===== config.mk =====
export PLATFORM = sky130hd
export DESIGN_NAME = atid_decode
export DESIGN_NICKNAME = d
export VERILOG_FILES = /design/src/hw/atid_ctrl_reg.v /design/src/hw/atid_decode.v
export VERILOG_INCLUDE_DIRS = /design/src /design/src/hw
export SDC_FILE = /design/constraint.sdc
export NUM_CORES = 1
export LEC_CHECK = 0
export ABC_CLOCK_PERIOD_IN_PS = 1700
export BUFFER_PORTS_ARGS = -buffer_cell sky130_fd_sc_hd__buf_4
export CAP_MARGIN = 10
export CELL_PAD_IN_SITES_DETAIL_PLACEMENT = 2
export CELL_PAD_IN_SITES_GLOBAL_PLACEMENT = 2
export CORE_MARGIN = 2
export CORE_UTILIZATION = 30
export CTS_CLUSTER_DIAMETER = 80
export DETAILED_ROUTE_END_ITERATION = 8
export PLACE_DENSITY = 0.85
export SLEW_MARGIN = 0
export SYNTH_ARGS = -nofsm -noshare
export SYNTH_HDL_FRONTEND = slang
export SYNTH_SLANG_ARGS = --single-unit

===== constraint.sdc =====
create_clock -name core_clk -period 1.7 [get_ports core_clk]
set_clock_uncertainty 0.15 [all_clocks]
set_input_delay 0.085 -clock core_clk [delete_from_list [all_inputs] [get_ports core_clk]]
set_output_delay 0.085 -clock core_clk [all_outputs]
set_load 0.005 [all_outputs]

===== src/hw/atid_consts.vh =====
// Opcodes, field positions and reset values of the accumulator transfer decoder
`ifndef ATID_CONSTS_VH
`define ATID_CONSTS_VH

// ----------------------------------------------------------------
// Instruction word
// ----------------------------------------------------------------
`define ATID_INSN_W          10
`define ATID_NIB_W           4
`define ATID_IMM_MSB         3
`define ATID_IMM_LSB         0
`define ATID_PFX_MSB         9
`define ATID_PFX_LSB         4

// ----------------------------------------------------------------
// Opcodes
// ----------------------------------------------------------------
`define ATID_OPC_STORE_PFX   6'h2B
`define ATID_OPC_LD_CLK      10'h216
`define ATID_OPC_LD_PU0      10'h22D
`define ATID_OPC_LD_PU1      10'h22E

// ----------------------------------------------------------------
// Control register slots and reset values
// ----------------------------------------------------------------
`define ATID_NUM_CTRL        3
`define ATID_SLOT_CLK        0
`define ATID_SLOT_PU0        1
`define ATID_SLOT_PU1        2
`define ATID_CTRL_RST        4'h0
`define ATID_RSTSYNC_RST     1'h0
`define ATID_RSTSYNC_REL     1'h1
`define ATID_FLAG_RST        1'h0
`define ATID_FLAG_OFF        1'h0

`endif


===== src/hw/atid_ctrl_reg.v =====
// Loadable control register cleared by reset
module atid_ctrl_reg #(
    parameter W = 4
) (
    // Clock and reset
    input  wire         core_clk,
    input  wire         rst_n,
    // Load port
    input  wire         load,
    input  wire [W-1:0] d,
    // Value
    output reg  [W-1:0] q
);

    always @(posedge core_clk or negedge rst_n) begin
        if (!rst_n) begin
            q <= {W{1'b0}};
        end else if (load) begin
            q <= d;
        end
    end

endmodule


===== src/hw/atid_decode.v =====
// Decoder and executor of four accumulator transfer instructions
//
// How it works
// - Store opcode 2Bj recognised, j any nibble
// - Store writes accumulator to RAM at pointer
// - Then file register becomes itself xor j
// - Opcode 216 copies accumulator to clock control
// - Clock control output follows the new value
// - Opcode 22D copies accumulator to pull-up zero
// - Opcode 22E copies accumulator to pull-up one
`include "atid_consts.vh"

module atid_decode #(
    parameter DP_W = 8
) (
    // Clock and reset
    input  wire                     core_clk,
    input  wire                     resetn,
    // Instruction from fetch
    input  wire                     insn_valid,
    input  wire [`ATID_INSN_W-1:0]  insn_word,
    // CPU register values
    input  wire [`ATID_NIB_W-1:0]   acc,
    input  wire [DP_W-1:0]          data_pointer,
    input  wire [`ATID_NIB_W-1:0]   file_reg,
    // RAM write port
    output wire                     ram_wr_en,
    output wire [DP_W-1:0]          ram_wr_addr,
    output wire [`ATID_NIB_W-1:0]   ram_wr_data,
    // File register write port
    output wire                     file_reg_wr_en,
    output wire [`ATID_NIB_W-1:0]   file_reg_wr_data,
    // Flag and sequencing
    output wire                     insn_done,
    output wire                     carry_flag_wr_en,
    output wire                     skip_next,
    // Control registers
    output wire [`ATID_NIB_W-1:0]   clock_control_reg,
    output wire [`ATID_NIB_W-1:0]   pullup_control_zero,
    output wire [`ATID_NIB_W-1:0]   pullup_control_one
);

    // ------------------------------------------------------------
    // Reset release
    // ------------------------------------------------------------
    reg rst_sync1_reg;
    reg rst_sync2_reg;
    wire rst_n;

    always @(posedge core_clk or negedge resetn) begin
        if (!resetn) begin
            rst_sync1_reg <= `ATID_RSTSYNC_RST;
            rst_sync2_reg <= `ATID_RSTSYNC_RST;
        end else begin
            rst_sync1_reg <= `ATID_RSTSYNC_REL;
            rst_sync2_reg <= rst_sync1_reg;
        end
    end

    assign rst_n = rst_sync2_reg;

    // ------------------------------------------------------------
    // Opcode decode
    // ------------------------------------------------------------
    wire [`ATID_NIB_W-1:0]               imm_j;
    wire [`ATID_PFX_MSB-`ATID_PFX_LSB:0] opc_prefix;
    wire                                 match_store;
    wire                                 match_ld_clk;
    wire                                 match_ld_pu0;
    wire                                 match_ld_pu1;
    wire                                 is_store;
    wire                                 is_ld_clk;
    wire                                 is_ld_pu0;
    wire                                 is_ld_pu1;

    assign imm_j        = insn_word[`ATID_IMM_MSB:`ATID_IMM_LSB];
    assign opc_prefix   = insn_word[`ATID_PFX_MSB:`ATID_PFX_LSB];
    assign match_store  = (opc_prefix == `ATID_OPC_STORE_PFX);
    assign match_ld_clk = (insn_word == `ATID_OPC_LD_CLK);
    assign match_ld_pu0 = (insn_word == `ATID_OPC_LD_PU0);
    assign match_ld_pu1 = (insn_word == `ATID_OPC_LD_PU1);

    // Only a valid word takes effect
    assign is_store     = insn_valid && match_store;
    assign is_ld_clk    = insn_valid && match_ld_clk;
    assign is_ld_pu0    = insn_valid && match_ld_pu0;
    assign is_ld_pu1    = insn_valid && match_ld_pu1;

    // ------------------------------------------------------------
    // Next values of the RAM and file register writes
    // ------------------------------------------------------------
    reg                   ram_wr_en_next;
    reg [DP_W-1:0]        ram_wr_addr_next;
    reg [`ATID_NIB_W-1:0] ram_wr_data_next;
    reg                   file_wr_en_next;
    reg [`ATID_NIB_W-1:0] file_wr_data_next;

    always @* begin
        // Address taken from the pointer before the file register moves
        ram_wr_en_next    = is_store;
        ram_wr_addr_next  = data_pointer;
        ram_wr_data_next  = acc;
        file_wr_en_next   = is_store;
        file_wr_data_next = file_reg ^ imm_j;
    end

    // ------------------------------------------------------------
    // Next values of the status flags
    // ------------------------------------------------------------
    reg                   done_next;
    reg                   carry_wr_next;
    reg                   skip_flag_next;

    always @* begin
        done_next      = is_store | is_ld_clk | is_ld_pu0 | is_ld_pu1;
        carry_wr_next  = `ATID_FLAG_OFF;
        skip_flag_next = `ATID_FLAG_OFF;
    end

    // ------------------------------------------------------------
    // RAM write port
    // ------------------------------------------------------------
    reg                   ram_wr_en_reg;
    reg [DP_W-1:0]        ram_wr_addr_reg;
    reg [`ATID_NIB_W-1:0] ram_wr_data_reg;

    always @(posedge core_clk or negedge rst_n) begin
        if (!rst_n) begin
            ram_wr_en_reg   <= `ATID_FLAG_RST;
            ram_wr_addr_reg <= {DP_W{`ATID_FLAG_RST}};
            ram_wr_data_reg <= `ATID_CTRL_RST;
        end else begin
            ram_wr_en_reg   <= ram_wr_en_next;
            ram_wr_addr_reg <= ram_wr_addr_next;
            ram_wr_data_reg <= ram_wr_data_next;
        end
    end

    // ------------------------------------------------------------
    // File register write port
    // ------------------------------------------------------------
    reg                   file_wr_en_reg;
    reg [`ATID_NIB_W-1:0] file_wr_data_reg;

    always @(posedge core_clk or negedge rst_n) begin
        if (!rst_n) begin
            file_wr_en_reg   <= `ATID_FLAG_RST;
            file_wr_data_reg <= `ATID_CTRL_RST;
        end else begin
            file_wr_en_reg   <= file_wr_en_next;
            file_wr_data_reg <= file_wr_data_next;
        end
    end

    // ------------------------------------------------------------
    // Status flags
    // ------------------------------------------------------------
    reg                   done_reg;
    reg                   carry_wr_reg;
    reg                   skip_flag_reg;

    always @(posedge core_clk or negedge rst_n) begin
        if (!rst_n) begin
            done_reg      <= `ATID_FLAG_RST;
            carry_wr_reg  <= `ATID_FLAG_RST;
            skip_flag_reg <= `ATID_FLAG_RST;
        end else begin
            done_reg      <= done_next;
            carry_wr_reg  <= carry_wr_next;
            skip_flag_reg <= skip_flag_next;
        end
    end

    // ------------------------------------------------------------
    // Control load strobes
    // ------------------------------------------------------------
    wire [`ATID_NUM_CTRL-1:0]             ctrl_load;
    wire [`ATID_NUM_CTRL*`ATID_NIB_W-1:0] ctrl_q;

    assign ctrl_load[`ATID_SLOT_CLK] = is_ld_clk;
    assign ctrl_load[`ATID_SLOT_PU0] = is_ld_pu0;
    assign ctrl_load[`ATID_SLOT_PU1] = is_ld_pu1;

    // ------------------------------------------------------------
    // Control registers
    // ------------------------------------------------------------
    genvar i;
    generate
        for (i = 0; i < `ATID_NUM_CTRL; i = i + 1) begin : g_ctrl
            atid_ctrl_reg #(
                .W (`ATID_NIB_W)
            ) u_ctrl (
                .core_clk (core_clk),
                .rst_n    (rst_n),
                .load     (ctrl_load[i]),
                .d        (acc),
                .q        (ctrl_q[i*`ATID_NIB_W +: `ATID_NIB_W])
            );
        end
    endgenerate

    // ------------------------------------------------------------
    // RAM and file register outputs
    // ------------------------------------------------------------
    assign ram_wr_en           = ram_wr_en_reg;
    assign ram_wr_addr         = ram_wr_addr_reg;
    assign ram_wr_data         = ram_wr_data_reg;
    assign file_reg_wr_en      = file_wr_en_reg;
    assign file_reg_wr_data    = file_wr_data_reg;

    // ------------------------------------------------------------
    // Status outputs
    // ------------------------------------------------------------
    assign insn_done           = done_reg;
    assign carry_flag_wr_en    = carry_wr_reg;
    assign skip_next           = skip_flag_reg;

    // ------------------------------------------------------------
    // Control register outputs
    // ------------------------------------------------------------
    assign clock_control_reg   = ctrl_q[`ATID_SLOT_CLK*`ATID_NIB_W +: `ATID_NIB_W];
    assign pullup_control_zero = ctrl_q[`ATID_SLOT_PU0*`ATID_NIB_W +: `ATID_NIB_W];
    assign pullup_control_one  = ctrl_q[`ATID_SLOT_PU1*`ATID_NIB_W +: `ATID_NIB_W];

endmodule


* Word-level counts from Yosys, hierarchy flattened *
Cells that the tools add are included.

storage, ports and cells
  memory bits (writable) = 0
  latch bits = 0
  output and inout bits = 33
  ROM bits = 0
  input bits = 29
  memories = 0
  register bits = 32

cells by class
  mux-type cells = 0
  multiply operators = 0
  bitwise gates (word level) = 4
  div/mod/pow operators = 0
  reduce and logical (&&, ||, !) cells = 4
  magnitude comparators = 0
  equal/unequal tests = 4
  add/subtract/negate cells = 0
  shift operators = 0

operators by type and width
  kind                    number
  $eq A10 B10 Y1 const B  3
  $eq A6 B6 Y1 const B    1
  $logic_and A1 B1 Y1     4
  $xor A4 B4 Y4           1
  $or A1 B1 Y1            3

* Longest topological paths before layout *
  depth after elaboration = 5
  mapped depth = 3
  depth with buffers taken out = 3

* Cells and area by module *
Synthesis repeated with hierarchy kept, for this count alone.

second synthesis, totals
  cell total of the unflattened synthesis = 67
  area total of the unflattened synthesis = 1118.6 um^2

by module, submodules not included
  module         area each (um^2)  instances  sequential area each (um^2)  cells each
  atid_decode    683.2             1          500.5                        43
  atid_ctrl_reg  145.1             3          100.1                        8

* Least setup slack after synthesis *
Ideal clock, no wire load.

  kind = input -> register
  start point = input insn_word[8]
  end point = register g_ctrl[2].u_ctrl.q[0]
  buffers on the path = 0
  path slack = 418 ps
  stages = 3
  arrival = 1007 ps
  path through = and4bb_4 and4_4 mux2_4

between the ends
  longest elaborated chain between the ends = 2

RTL lines
  item                      RTL line            RTL
  start, declared           atid_decode.v:21    input wire [`ATID_INSN_W-1:0] insn_word,
  $eq A10 B10 Y1 (no line)  -
  $logic_and A1 B1 Y1       atid_decode.v:87    assign is_ld_pu1 = insn_valid && match_ld_pu1;
  end signal, assigned      atid_ctrl_reg.v:17  q <= {W{1'b0}};
  end, declared             atid_ctrl_reg.v:12  output reg [W-1:0] q

Every way passes these cells.
A chain may end at the register's enable or synchronous reset.

* Worst setup path after layout *
  start point = input file_reg[2]
  end point = register file_wr_data_reg[2] (netlist: file_reg_wr_data[2])

between the ends
  longest elaborated chain between the ends = 1

RTL lines
  item                      RTL line           RTL
  start, declared           atid_decode.v:25   input wire [`ATID_NIB_W-1:0] file_reg,
  $xor A4 B4 Y4             atid_decode.v:104  file_wr_data_next = file_reg ^ imm_j;
  net file_wr_data_next[2]  atid_decode.v:96   reg [`ATID_NIB_W-1:0] file_wr_data_next;
  end signal, assigned      atid_decode.v:148  file_wr_data_reg <= `ATID_CTRL_RST;
  end signal, assigned      atid_decode.v:151  file_wr_data_reg <= file_wr_data_next;
  end, declared             atid_decode.v:143  reg [`ATID_NIB_W-1:0] file_wr_data_reg;

The timed path passes the listed nets, and every way through them passes these cells.

==> results.md <==
* Status: completed
* Minimum clock period at 1470 ps
* R2R Setup Slk at 720 ps
* Number of enable flip-flop cells after synthesis at 0
* Most common cell on crit path: dlygate4sd3_1
* Synth unique cells at 16
* Top post-synthesis cells by count: dfrtp_1, mux2_4, mux2_2, xor2_1, buf_4
* Yosys top cell area share at 67.8%
* Cts repair resizes at 0
* FF+latch count, synth at 32
* Design Area, Final at 2000 um^2
* I/O pin cnt at 62
* CP Depth at 4
* Count leader, synth: dfrtp_1
* Clk slew on worst S/H paths at 80 ps
* Final RePlAce weighted congestion at 0.723
* Worst hold path type: primary input to register
* Crit-path slowest cell: dlygate4sd3_1
* Power per cell area at 888 nW/um^2
* Worst R2R Path Depth at 1
* Synthesized netlist cell count at 65
* Port Buffers at 59
* CTS H-Tree Depth at 2
* Highest Clock Rate at 0.679 GHz
* Clock Root Buffer: clkbuf_8
* Setup Viol. Count Final at 0
* Crit-path cells: dlygate4sd3_1 > buf_4 > xor2_1 > dlygate4sd3_1
* Largest net degree at the start of global routing at 31
* DIE AREA at 4450 um^2
* Max cap viols at 0
* Vias in the first global route at 1074
* RSZ-0062 raised after global routing: no
* Cts bufs inserted at 5
* Placed Area at 1670 um^2
* Critical setup path kind: primary input to register
* Largest register FFs at 12
* Starting Density at 31.8%
* Critical path launch point type: primary input
* Yosys warns at 0
* Fraction of registers with async set/reset at 100%
* Post-Place Worst Slack at 256 ps
* Area Growth Syn to Fin at 69.4%
* Avg Inst Size Synth at 18.2 um^2
* Routed wire per std cell at 23.8 um
* Clock Path Buffers at 2
* Placed Instances at 171
* Die Y at 66.7 um
* Hold Path Stages at 2
* Hold buffer count at cts at 22
* WP data arrival at 1490 ps
* TritonCTS clock tree: done
* RR Endpoint: g_ctrl[1].u_ctrl.q[0]
* Die Wd at 66.7 um
* Vias per inst at 4.51
* Dominant cells by area after synthesis: dfrtp_1, mux2_4, mux2_2
* Period utilization at 86.6%
* Prevailing post-synth register cell: dfrtp_1
* Startpoint of the worst hold path: insn_word[4]
* Worst-Skew Late Latency at 290 ps
* Crit. End Element: register
* Fin cells at 201
* Gr ovfl total at 0
* Min-Delay Endpoint: file_reg_wr_en
* CP Launch Point: file_reg[2]
* Max rail drop VDD at 0.438 mV
* Post-CTS Setup Inserts at 0
* Final setup TNS at 0 ps
* Seq/Total Area, Yosys at 67.8%
* Worst path required time at 1720 ps
* Final worst setup slack at 228 ps
* Total GRT Usage at 24.0%
* First-pass GRT wire length at 7160 um
* CTS Sinks at 32
* Vias at 907
* Static leakage at 1.03 nW
* Initial antenna violation count at 0
* Reg2reg start: g_ctrl[1].u_ctrl.q[0]
* Worst path top cell family by delay: buffers and inverters
* Detail Placement HPWL at 2440 um
* Fin. max-slew vios at 0
* Drt first pass iters at 4
* Mapped cell area at 1180 um^2
* Routed WL at 4790 um
* Core ar. at 3720 um^2
* Initial DRC count at 31
* Cell Rows at 22
* DR DRC count at 0
* Buf/Inv on CP at 3
* ANT cells at 0
* Final net count at 181
* Most area-hungry cell type in the Yosys netlist: dfrtp_1
* Share of layout cells above drive strength 1 at 56.2%
* Final ANT Viol Nets at 0
* Slowest stage delay, CP at 570 ps
* Hold Violations, Final at 0
* Worst Path Max Fanout at 1
[stage by stage]
stage	power (mW)	util, %	hold WS (ps)
final	1.78	53.8	20.0
after detailed placement	0.978	45.0	-281
after CTS	1.74	53.8	12.7
after floorplan	0.859	-	-361
after global routing	1.86	53.8	6.46
after global placement	0.968	45.0	-282
[layer usage]
layer  share of wire (%)  GRT usage, %  up-vias
li1                    -             -      394
met1                  42          30.1      461
met2                  48          39.3       46
met3                 8.3          7.77        6
met4                 1.3          7.65        0
met5                   0             0        -
[cell usage in the layout (no fill, tap or decap), drive strengths merged]
cell and count:
buf 60, dfrtp 32, dlygate4sd3 22, mux2 12, clkbuf 6, xor2 4
conb 3, nand4 3, and2b 2, and4 2, and4bb 1, nor4b 1
and3b 1, nor2b 1, nand4b 1, bufinv 1, clkinv 1
[cell type report]
cell class,count,area [um^2]
clock buffer,6,72.6
sequential,32,801
fill,335,1720
timing repair buffer,82,671
clock inverter,2,35.0
multi-input combinational,31,362
tap,48,60.1
[logic make-up after synthesis]
| logic type | after synthesis | share of synthesized area, % |
|---|---|---|
| other | 2 | 0.636 |
| DFF | 32 | 67.8 |
| xor gates and xnor gates | 4 | 2.97 |
| muxes | 12 | 14.0 |
| buffers and inverters | 3 | 1.91 |
| and+or+nand+nor | 12 | 12.7 |
[report_power, final]
part / internal [mW] / switching, mW / leakage (nW)
logic: 0.132 / 0.0893 / 0.566
clock network: 0.435 / 0.310 / 0.0552
registers: 0.792 / 0.0175 / 0.405
[worst max-delay path by stage]
stage                            endpoint  slack [ps]
floorplan           g_ctrl[2].u_ctrl.q[0]         420
global placement    g_ctrl[2].u_ctrl.q[3]         280
detailed placement  g_ctrl[2].u_ctrl.q[3]         260
CTS                   file_reg_wr_data[3]         250
global route          file_reg_wr_data[2]         190
finish                file_reg_wr_data[2]         230
Power figures use the tool's default switching activity.
